`src/mtp_pkg.sv`:
```
// What this block does
// - second-set select on: overload protection uses the second overload level
// - separate second-motor accumulator heats only when selected and its effective level valid
// - active accumulator integrates the real measured output current
// - enabled but unselected accumulator integrates zero current, so it cools
// - disabled accumulator neither integrates nor raises prealarm or trip
// - second motor type at disable code: first motor characteristic applies
// - second motor type accepts 0 or 1, reset default is disable code
// - prealarm output and display at 85 percent of selected level
// - at 100 percent the drive trips with motor or transistor overload fault
// - prealarm alone never trips the drive
// - external thermal relay input active trips with external relay fault
// - thermistor resistance at trip level trips with thermistor fault
// - thermistor protection enabled: shared analog input is no frequency command
// - thermistor resistance readable only while thermistor protection is enabled
// - motor type accepts 0,1,3,13,23,40,43,50,53, reset default 0
// - motor type settings writable only while extended display select is 0
// - second-set select also enables every other second-set function
// - first level zero disables first accumulator, transistor protection stays
// - second level at disable code makes second level invalid
// - thermal trip cleared only by power cycle or reset input
package mtp_pkg;

   // setting selectors on the write port
   localparam logic [2:0]  SEL_FIRST_LEVEL     = 3'h0;
   localparam logic [2:0]  SEL_SECOND_LEVEL    = 3'h1;
   localparam logic [2:0]  SEL_MOTOR_TYPE      = 3'h2;
   localparam logic [2:0]  SEL_SECOND_TYPE     = 3'h3;
   localparam logic [2:0]  SEL_THERM_LEVEL     = 3'h4;

   // the printed disable code 9999 is carried as all ones on the 16-bit port
   localparam logic [15:0] DISABLE_CODE        = 16'hffff;

   // levels in 0.01 A units, resistance in 10 ohm units
   localparam logic [15:0] LEVEL_MAX           = 16'hc350;  // 500.00 A
   localparam logic [15:0] THERM_MIN           = 16'h0032;  // 0.50 kohm
   localparam logic [15:0] THERM_MAX           = 16'h0bb8;  // 30 kohm
   localparam logic [15:0] DRIVE_RATED_LEVEL   = 16'h01f4;  // plain default rating

   // reset values
   localparam logic [15:0] FIRST_LEVEL_RST     = DRIVE_RATED_LEVEL;
   localparam logic [15:0] SECOND_LEVEL_RST    = DISABLE_CODE;
   localparam logic [15:0] MOTOR_TYPE_RST      = 16'h0000;
   localparam logic [15:0] SECOND_TYPE_RST     = DISABLE_CODE;
   localparam logic [15:0] THERM_LEVEL_RST     = DISABLE_CODE;

   // motor type codes
   localparam logic [15:0] MT_STD0             = 16'h0000;
   localparam logic [15:0] MT_CT1              = 16'h0001;
   localparam logic [15:0] MT_STD3             = 16'h0003;
   localparam logic [15:0] MT_CT13             = 16'h000d;
   localparam logic [15:0] MT_STD23            = 16'h0017;
   localparam logic [15:0] MT_STD40            = 16'h0028;
   localparam logic [15:0] MT_STD43            = 16'h002b;
   localparam logic [15:0] MT_CT50             = 16'h0032;
   localparam logic [15:0] MT_CT53             = 16'h0035;

   // cooling shift per characteristic: larger shift means slower heating and cooling
   localparam logic [3:0]  SHIFT_STANDARD      = 4'h6;
   localparam logic [3:0]  SHIFT_CONST_TORQUE  = 4'h8;
   localparam logic [3:0]  SHIFT_TRANSISTOR    = 4'h4;

   // prealarm ratio 85/100 reduced to 17/20
   localparam logic [7:0]  PRE_NUM             = 8'h11;
   localparam logic [7:0]  PRE_DEN             = 8'h14;

   // control period
   localparam int          CLK_PERIOD_NS       = 50;
   localparam int          CTRL_PERIOD_US      = 1000;
   localparam int          CTRL_PERIOD_CYC     = (CTRL_PERIOD_US * 1000) / CLK_PERIOD_NS;

endpackage

```
`src/mtp_motor_thermal.sv`:
```
module mtp_motor_thermal
#(
   parameter int CTRL_PERIOD_CYC = mtp_pkg::CTRL_PERIOD_CYC
)
(
   input  wire logic        mclk_in,
   input  wire logic        arst_n_in,
   input  wire logic [15:0] output_current_in,
   input  wire logic [15:0] thermistor_ohm_in,
   input  wire logic        second_set_select_in,
   input  wire logic        external_overheat_in,
   input  wire logic        fault_reset_in,
   input  wire logic [15:0] extended_display_select_in,
   input  wire logic        setting_wr_in,
   input  wire logic [2:0]  setting_sel_in,
   input  wire logic [15:0] setting_data_in,
   output logic             setting_rejected_out,
   output logic             heat_prealarm_out,
   output logic             prealarm_display_out,
   output logic             motor_overload_fault_out,
   output logic             transistor_overload_fault_out,
   output logic             external_relay_fault_out,
   output logic             thermistor_fault_out,
   output logic             trip_out,
   output logic             second_function_out,
   output logic             analog_cmd_enable_out,
   output logic             thermistor_monitor_valid_out,
   output logic [15:0]      thermistor_monitor_out,
   output logic [15:0]      first_overload_level_out,
   output logic [15:0]      second_overload_level_out,
   output logic [15:0]      motor_type_select_out,
   output logic [15:0]      second_motor_type_out,
   output logic [15:0]      thermistor_trip_level_out
);

   typedef struct packed
   {
      logic [31:0] tick_cnt;
      logic        tick;
      logic        rt_s1;
      logic        rt_s2;
      logic        oh_s1;
      logic        oh_s2;
      logic        rst_s1;
      logic        rst_s2;
      logic [15:0] first_level;
      logic [15:0] second_level;
      logic [15:0] motor_type;
      logic [15:0] second_type;
      logic [15:0] therm_level;
      logic        rejected;
      logic        motor_fault;
      logic        trans_fault;
      logic        relay_fault;
      logic        therm_fault;
      logic        prealarm;
      logic [15:0] therm_mon;
      logic        therm_mon_valid;
   } mtp_state_s;

   mtp_state_s  state_reg;
   mtp_state_s  state_next;

   logic        first_en;
   logic        second_en;
   logic        rt_effective;
   logic        first_active;
   logic        second_active;
   logic        therm_en;
   logic [15:0] second_level_eff;
   logic [3:0]  first_shift;
   logic [3:0]  second_shift;
   logic        first_pre;
   logic        first_trip;
   logic        second_pre;
   logic        second_trip;
   logic        trans_pre;
   logic        trans_trip;
   logic        write_ok;

   // codes accepted by the first motor type setting
   function automatic logic motor_code_ok(input logic [15:0] code);
      case (code)
         mtp_pkg::MT_STD0,
         mtp_pkg::MT_CT1,
         mtp_pkg::MT_STD3,
         mtp_pkg::MT_CT13,
         mtp_pkg::MT_STD23,
         mtp_pkg::MT_STD40,
         mtp_pkg::MT_STD43,
         mtp_pkg::MT_CT50,
         mtp_pkg::MT_CT53: motor_code_ok = 1'b1;
         default:          motor_code_ok = 1'b0;
      endcase
   endfunction

   // thermal characteristic per motor code; constant-torque motors run a slower curve
   function automatic logic [3:0] char_shift(input logic [15:0] code);
      case (code)
         mtp_pkg::MT_CT1,
         mtp_pkg::MT_CT13,
         mtp_pkg::MT_CT50,
         mtp_pkg::MT_CT53: char_shift = mtp_pkg::SHIFT_CONST_TORQUE;
         default:          char_shift = mtp_pkg::SHIFT_STANDARD;
      endcase
   endfunction

   // an overload level that makes its accumulator run: 0.01 A up to 500 A
   function automatic logic level_runs(input logic [15:0] level);
      level_runs = (level != 16'h0000) && (level <= mtp_pkg::LEVEL_MAX);
   endfunction

   // which accumulator heats, which cools, which is off
   always_comb
   begin
      first_en     = level_runs(state_reg.first_level);
      // second type enabled and second level unset: second motor reuses the first level
      if ((state_reg.second_level == mtp_pkg::DISABLE_CODE) &&
          (state_reg.second_type != mtp_pkg::DISABLE_CODE))
         second_level_eff = state_reg.first_level;
      else
         second_level_eff = state_reg.second_level;
      second_en    = level_runs(second_level_eff);
      // with both second settings at the disable code the select input is ignored here
      rt_effective = state_reg.rt_s2 &&
                     !((state_reg.second_level == mtp_pkg::DISABLE_CODE) &&
                       (state_reg.second_type == mtp_pkg::DISABLE_CODE));
      first_active  = !rt_effective;
      second_active = rt_effective;
      first_shift  = char_shift(state_reg.motor_type);
      if (state_reg.second_type == mtp_pkg::DISABLE_CODE)
         second_shift = first_shift;
      else
         second_shift = char_shift(state_reg.second_type);
      therm_en     = state_reg.therm_level != mtp_pkg::DISABLE_CODE;
   end

   // motor type settings only change while the extended display select is zero
   always_comb
   begin
      case (setting_sel_in)
         mtp_pkg::SEL_FIRST_LEVEL:
            write_ok = setting_data_in <= mtp_pkg::LEVEL_MAX;
         mtp_pkg::SEL_SECOND_LEVEL:
            write_ok = (setting_data_in <= mtp_pkg::LEVEL_MAX) ||
                       (setting_data_in == mtp_pkg::DISABLE_CODE);
         mtp_pkg::SEL_MOTOR_TYPE:
            write_ok = (extended_display_select_in == 16'h0000) &&
                       motor_code_ok(setting_data_in);
         mtp_pkg::SEL_SECOND_TYPE:
            write_ok = (extended_display_select_in == 16'h0000) &&
                       ((setting_data_in == mtp_pkg::MT_STD0) ||
                        (setting_data_in == mtp_pkg::MT_CT1) ||
                        (setting_data_in == mtp_pkg::DISABLE_CODE));
         mtp_pkg::SEL_THERM_LEVEL:
            write_ok = ((setting_data_in >= mtp_pkg::THERM_MIN) &&
                        (setting_data_in <= mtp_pkg::THERM_MAX)) ||
                       (setting_data_in == mtp_pkg::DISABLE_CODE);
         default:
            write_ok = 1'b0;
      endcase
   end

   mtp_thermal_acc first_acc
   (
      .mclk_in      (mclk_in),
      .arst_n_in    (arst_n_in),
      .tick_in      (state_reg.tick),
      .enable_in    (first_en && !state_reg.rst_s2),
      .heating_in   (first_active),
      .current_in   (output_current_in),
      .level_in     (state_reg.first_level),
      .shift_in     (first_shift),
      .prealarm_out (first_pre),
      .trip_out     (first_trip)
   );

   mtp_thermal_acc second_acc
   (
      .mclk_in      (mclk_in),
      .arst_n_in    (arst_n_in),
      .tick_in      (state_reg.tick),
      .enable_in    (second_en && !state_reg.rst_s2),
      .heating_in   (second_active),
      .current_in   (output_current_in),
      .level_in     (second_level_eff),
      .shift_in     (second_shift),
      .prealarm_out (second_pre),
      .trip_out     (second_trip)
   );

   // output stage protection runs on the drive rating regardless of the motor levels
   mtp_thermal_acc transistor_acc
   (
      .mclk_in      (mclk_in),
      .arst_n_in    (arst_n_in),
      .tick_in      (state_reg.tick),
      .enable_in    (!state_reg.rst_s2),
      .heating_in   (1'b1),
      .current_in   (output_current_in),
      .level_in     (mtp_pkg::DRIVE_RATED_LEVEL),
      .shift_in     (mtp_pkg::SHIFT_TRANSISTOR),
      .prealarm_out (trans_pre),
      .trip_out     (trans_trip)
   );

   // next state of the supervisor
   always_comb
   begin
      state_next = state_reg;

      // fixed control period tick
      if (state_reg.tick_cnt >= 32'(CTRL_PERIOD_CYC - 1))
      begin
         state_next.tick_cnt = 32'h0;
         state_next.tick     = 1'b1;
      end
      else
      begin
         state_next.tick_cnt = state_reg.tick_cnt + 32'h1;
         state_next.tick     = 1'b0;
      end

      // pins pass two flops before anything reads them
      state_next.rt_s1  = second_set_select_in;
      state_next.rt_s2  = state_reg.rt_s1;
      state_next.oh_s1  = external_overheat_in;
      state_next.oh_s2  = state_reg.oh_s1;
      state_next.rst_s1 = fault_reset_in;
      state_next.rst_s2 = state_reg.rst_s1;

      // settings; an invalid value or locked setting is dropped and flagged
      state_next.rejected = setting_wr_in && !write_ok;
      if (setting_wr_in && write_ok)
      begin
         case (setting_sel_in)
            mtp_pkg::SEL_FIRST_LEVEL:  state_next.first_level  = setting_data_in;
            mtp_pkg::SEL_SECOND_LEVEL: state_next.second_level = setting_data_in;
            mtp_pkg::SEL_MOTOR_TYPE:   state_next.motor_type   = setting_data_in;
            mtp_pkg::SEL_SECOND_TYPE:  state_next.second_type  = setting_data_in;
            mtp_pkg::SEL_THERM_LEVEL:  state_next.therm_level  = setting_data_in;
            default:                   state_next.therm_level  = state_reg.therm_level;
         endcase
      end

      // prealarm follows the accumulator that carries the real current
      state_next.prealarm = rt_effective ? second_pre : first_pre;

      // latched faults: reset input clears, a fresh cause in the same cycle wins
      if (state_reg.rst_s2)
      begin
         state_next.motor_fault = 1'b0;
         state_next.trans_fault = 1'b0;
         state_next.relay_fault = 1'b0;
         state_next.therm_fault = 1'b0;
      end
      if (first_trip || second_trip)
         state_next.motor_fault = 1'b1;
      if (trans_trip)
         state_next.trans_fault = 1'b1;
      if (state_reg.oh_s2)
         state_next.relay_fault = 1'b1;
      if (therm_en && (thermistor_ohm_in >= state_reg.therm_level))
         state_next.therm_fault = 1'b1;

      // resistance monitor hidden while thermistor protection is off
      state_next.therm_mon_valid = therm_en;
      state_next.therm_mon       = therm_en ? thermistor_ohm_in : 16'h0000;
   end

   always_ff @(posedge mclk_in or negedge arst_n_in)
   begin
      if (!arst_n_in)
      begin
         state_reg              <= '0;
         state_reg.first_level  <= mtp_pkg::FIRST_LEVEL_RST;
         state_reg.second_level <= mtp_pkg::SECOND_LEVEL_RST;
         state_reg.motor_type   <= mtp_pkg::MOTOR_TYPE_RST;
         state_reg.second_type  <= mtp_pkg::SECOND_TYPE_RST;
         state_reg.therm_level  <= mtp_pkg::THERM_LEVEL_RST;
      end
      else
      begin
         state_reg <= state_next;
      end
   end

   // outputs; the prealarm has no path into the trip
   assign setting_rejected_out          = state_reg.rejected;
   assign heat_prealarm_out             = state_reg.prealarm;
   assign prealarm_display_out          = state_reg.prealarm;
   assign motor_overload_fault_out      = state_reg.motor_fault;
   assign transistor_overload_fault_out = state_reg.trans_fault;
   assign external_relay_fault_out      = state_reg.relay_fault;
   assign thermistor_fault_out          = state_reg.therm_fault;
   assign trip_out                      = state_reg.motor_fault | state_reg.trans_fault |
                                          state_reg.relay_fault | state_reg.therm_fault;
   assign second_function_out           = state_reg.rt_s2;
   assign analog_cmd_enable_out         = !therm_en;
   assign thermistor_monitor_valid_out  = state_reg.therm_mon_valid;
   assign thermistor_monitor_out        = state_reg.therm_mon;
   assign first_overload_level_out      = state_reg.first_level;
   assign second_overload_level_out     = state_reg.second_level;
   assign motor_type_select_out         = state_reg.motor_type;
   assign second_motor_type_out         = state_reg.second_type;
   assign thermistor_trip_level_out     = state_reg.therm_level;

endmodule

```
`src/mtp_thermal_acc.sv`:
```
module mtp_thermal_acc
(
   input  wire logic        mclk_in,
   input  wire logic        arst_n_in,
   input  wire logic        tick_in,
   input  wire logic        enable_in,
   input  wire logic        heating_in,
   input  wire logic [15:0] current_in,
   input  wire logic [15:0] level_in,
   input  wire logic [3:0]  shift_in,
   output logic             prealarm_out,
   output logic             trip_out
);

   typedef struct packed
   {
      logic [47:0] acc;
      logic        pre;
      logic        trip;
   } mtp_acc_s;

   mtp_acc_s    state_reg;
   mtp_acc_s    state_next;
   logic [15:0] heat_cur;
   logic [47:0] heat_sq;
   logic [47:0] full_scale;
   logic [47:0] cooling;
   logic [48:0] sum;

   // first-order thermal model: acc settles at i^2 << shift, full scale is level^2 << shift
   always_comb
   begin
      state_next = state_reg;
      heat_cur   = heating_in ? current_in : 16'h0000;
      heat_sq    = {32'h0, heat_cur} * {32'h0, heat_cur};
      full_scale = ({32'h0, level_in} * {32'h0, level_in}) << shift_in;
      cooling    = state_reg.acc >> shift_in;
      sum        = {1'b0, state_reg.acc} + {1'b0, heat_sq} - {1'b0, cooling};
      if (!enable_in)
      begin
         // disabled: no heat kept, no alarm, no trip
         state_next.acc  = 48'h0;
         state_next.pre  = 1'b0;
         state_next.trip = 1'b0;
      end
      else
      begin
         if (tick_in)
         begin
            // saturate instead of wrapping, so a long overload cannot look cool
            state_next.acc = sum[48] ? 48'hffff_ffff_ffff : sum[47:0];
         end
         // ratio test avoids a divider; drops again below 85 percent
         state_next.pre  = ({8'h0, state_reg.acc} * {48'h0, mtp_pkg::PRE_DEN}) >=
                           ({8'h0, full_scale} * {48'h0, mtp_pkg::PRE_NUM});
         state_next.trip = state_reg.acc >= full_scale;
      end
   end

   always_ff @(posedge mclk_in or negedge arst_n_in)
   begin
      if (!arst_n_in)
         state_reg <= '0;
      else
         state_reg <= state_next;
   end

   assign prealarm_out = state_reg.pre;
   assign trip_out     = state_reg.trip;

endmodule

```
`config.mk`:
```
export PLATFORM = sky130hd
export DESIGN_NAME = mtp_motor_thermal
export DESIGN_NICKNAME = d
export VERILOG_FILES = /design/src/mtp_pkg.sv /design/src/mtp_motor_thermal.sv /design/src/mtp_thermal_acc.sv
export SDC_FILE = /design/constraint.sdc
export NUM_CORES = 2
export LEC_CHECK = 0
export BUFFER_PORTS_ARGS = -buffer_cell sky130_fd_sc_hd__clkbuf_2
export CAP_MARGIN = 20
export CORE_MARGIN = 2
export CORE_UTILIZATION = 60
export DETAILED_ROUTE_END_ITERATION = 12
export PLACE_DENSITY = 0.8
export SLEW_MARGIN = 20
export SYNTH_ARGS = -nofsm -noshare
export SYNTH_HDL_FRONTEND = slang
export SYNTH_SLANG_ARGS = --single-unit
```
`constraint.sdc`:
```
create_clock -name mclk_in -period 11.5 [get_ports mclk_in]
set_input_delay 2.3 -clock mclk_in [delete_from_list [all_inputs] [get_ports mclk_in]]
set_output_delay 2.3 -clock mclk_in [all_outputs]
set_load 0.1 [all_outputs]
```
==> flow_summary.toml <==
[logic_synthesis]
synthArstFlopShare_pct = 100
ys_seq_area_share_pct = 9.90
ys.flop_type = "dfrtp_1"
synthTopCellsByCount = "inv_1, ha_1, fa_1, nand2_1, nor2_1"
synth_most_common_cell = "inv_1"
synth.distinct_cells = 92
yosys_warnings = 0
synth-edff-count = 0
synthTopCellsByArea = "fa_1, ha_1, dfrtp_1"
yosysTopAreaCell = "fa_1"
synth_area_um2 = 74200
syn_inst = 8385
synth_seq_cells = 291
avgSynthCellArea_um2 = 8.85
synth_top_cell_area_share_pct = 27.8

[critical_path]
crit_arrival_ps = 11610
r2r-end = "second_acc.prealarm_out"
crit_path_max_fanout = 5
crit_required_ps = 12000
critPathMaxStageDelay_ps = 550
slowest_stage = "fa_1"
cp_common_cell = "fa_1"
worst-r2r-setup-slack_ps = 390
setup.worst_path.start = "second_motor_type_out[9]"
startpoint_type = "flop"
r2r_cells = 50
crit_type = "flop to flop"
rr_startpoint = "second_motor_type_out[9]"
crit_path_end_kind = "flop"

[min_path]
hold_start = "state_next[103]"
hold_class = "flop to flop"
whs_endpoint = "state_reg[103]"
hold_depth = 0

[finish]
n_fill_cell = 9944
antenna_cells = 0
drive_gt1_share_pct = 9.80
syn2layout_area_growth_pct = 7.86
finalNetCount = 11000
final_area_um2 = 80100
final_util_pct = 64.9

[global_route]
grt_pass1_vias = 62600
met2_usage_pct = 54.2
grt_overflow = 0
grt_max_degree = 77
grt_pass1_wl_um = 324000
gr-usage-all-layers_pct = 31.8
grt_use_met3_pct = 5.46
top_usage_layer = "met2"
antenna_found_initial = 2
use_met1_pct = 40.2

[route]
dr.pass1.iters = 8
routed_wl_um = 200000
vias = 60400
wire_per_inst_um = 19.4
avgViaCountPerCell = 5.86
drc = 0
drtIter0Drc = 4591
ant_nets = 0

[placement]
gp_congestion = 0.992
io_buffer_count = 179
placed_area_um2 = 77800
place_hpwl_um = 165000

[sta]
max_freq_mhz = 90.0
skew_ps = 59.9
drv_slew = 0
worst_pin_slew_ps = 991
fin_crit_ps = 11110
setup_viol = 0
rsz0062_at_grt = "yes"
slew_headroom_pct = 33.9
period_share_pct = 96.6
hold_viol = 0

[clock_network]
cts_buffers = 41
cts_buffer_depth = 3
ctsRootBufferMaster = "clkbuf_16"
cts_tree = "built"
holdBufCountCts = 0
cts.clk_slew.worst_paths_ps = 60
clock_latency_ps = 660
cts.sinks = 291
cts_max_level = 2

[floorplanning]
die_height_um = 356
coreArea_um2 = 123000
start_util_pct = 60.2
rows = 129
die-area_um2 = 127000
die_x_um = 356
io_pins = 180

[run_status]
status = "completed"

[flow_run]
max_cap_viol_count = 0
## layout make-up
cell class	instances	area (um^2)	share of cell area [%]
Inverter	1556	5850	7.30
Multi-Input combinational cell	6278	60200	75.2
Sequential cell	291	7360	9.19
Tap cell	1637	2050	2.56
Clock buffer	46	1070	1.34
Clock inverter	30	463	0.578
Timing Repair Buffer	458	3100	3.87
## how the worst max path moves through the flow
stage / to / slack (ps) / cells past startpoint
final: second_acc.prealarm_out / 390 / 50
after global routing: second_acc.prealarm_out / -160 / 52
after CTS: second_acc.prealarm_out / 2 / 46
after detailed placement: second_acc.prealarm_out / -320 / 49
after global placement: second_acc.prealarm_out / 50 / 49
after floorplan: second_acc.prealarm_out / 20 / 51
## logic make-up after synthesis
logic type,after synthesis,synth area share [%]
adders and majority gates,2251,48.4
DFF,291,9.90
AOI/OAI and AO/OA,1584,13.8
other,2,0.0101
muxes,117,1.70
buffers and inverters,1897,10.1
xor gates and xnor gates,374,4.41
and+or+nand+nor,1869,11.7
## worst max-delay path: cells and delay by family, from the launching register on
family	cells	cell delay, ps
AO/OA/AOI/OAI	19	3080
flip-flops	1	530
adder cells (fa/ha/maj)	10	4240
AND/OR/NAND/NOR	11	1950
XOR/XNOR	2	340
buffers and inverters	8	790
## per-stage QoR
step	setup TNS (ps)	hold WS [ps]	worst slack (ps)	instances
CTS	0	346	1.84	10300
global route	-169	359	-160	10300
floorplan	0	331	23.6	8466
global placement	0	334	47.5	10200
finish	0	345	386	10300
detailed placement	-320	335	-320	10200
## placed cells by master (no fill, tap or decap), types with 54 or more instances in the layout
cell type	instances
nor2_1	488
a21oi_1	465
dfstp_2	54
xor2_1	147
buf_4	269
a21o_1	281
fa_1	1032
and2_1	95
nand2_1	661
conb_1	83
clkbuf_2	178
nand2b_1	58
xnor2_1	225
o21a_1	61
mux2_2	73
o21ai_0	298
inv_1	1548
dfrtp_1	234
nor2b_1	98
nand4_1	95
ha_1	1214
o21bai_1	71
nand3_1	131
## timing repair
item	CTS	global route
setup buffers	6	15
gates cloned	0	3
resized for setup	18	115
pin swaps	9	51
endpoints found under the setup margin	1	2
hold endpoints to repair	0	0
## metal layers
layer	routed length [um]	vias to the layer above
met4	8970	2
met5	13	-
met3	15100	561
met1	78800	29700
li1	-	27900
met2	97000	2177
Power is left out: the tool's default activity adds up to more than one toggle a clock period on the data nets, which glitch-free logic cannot reach.
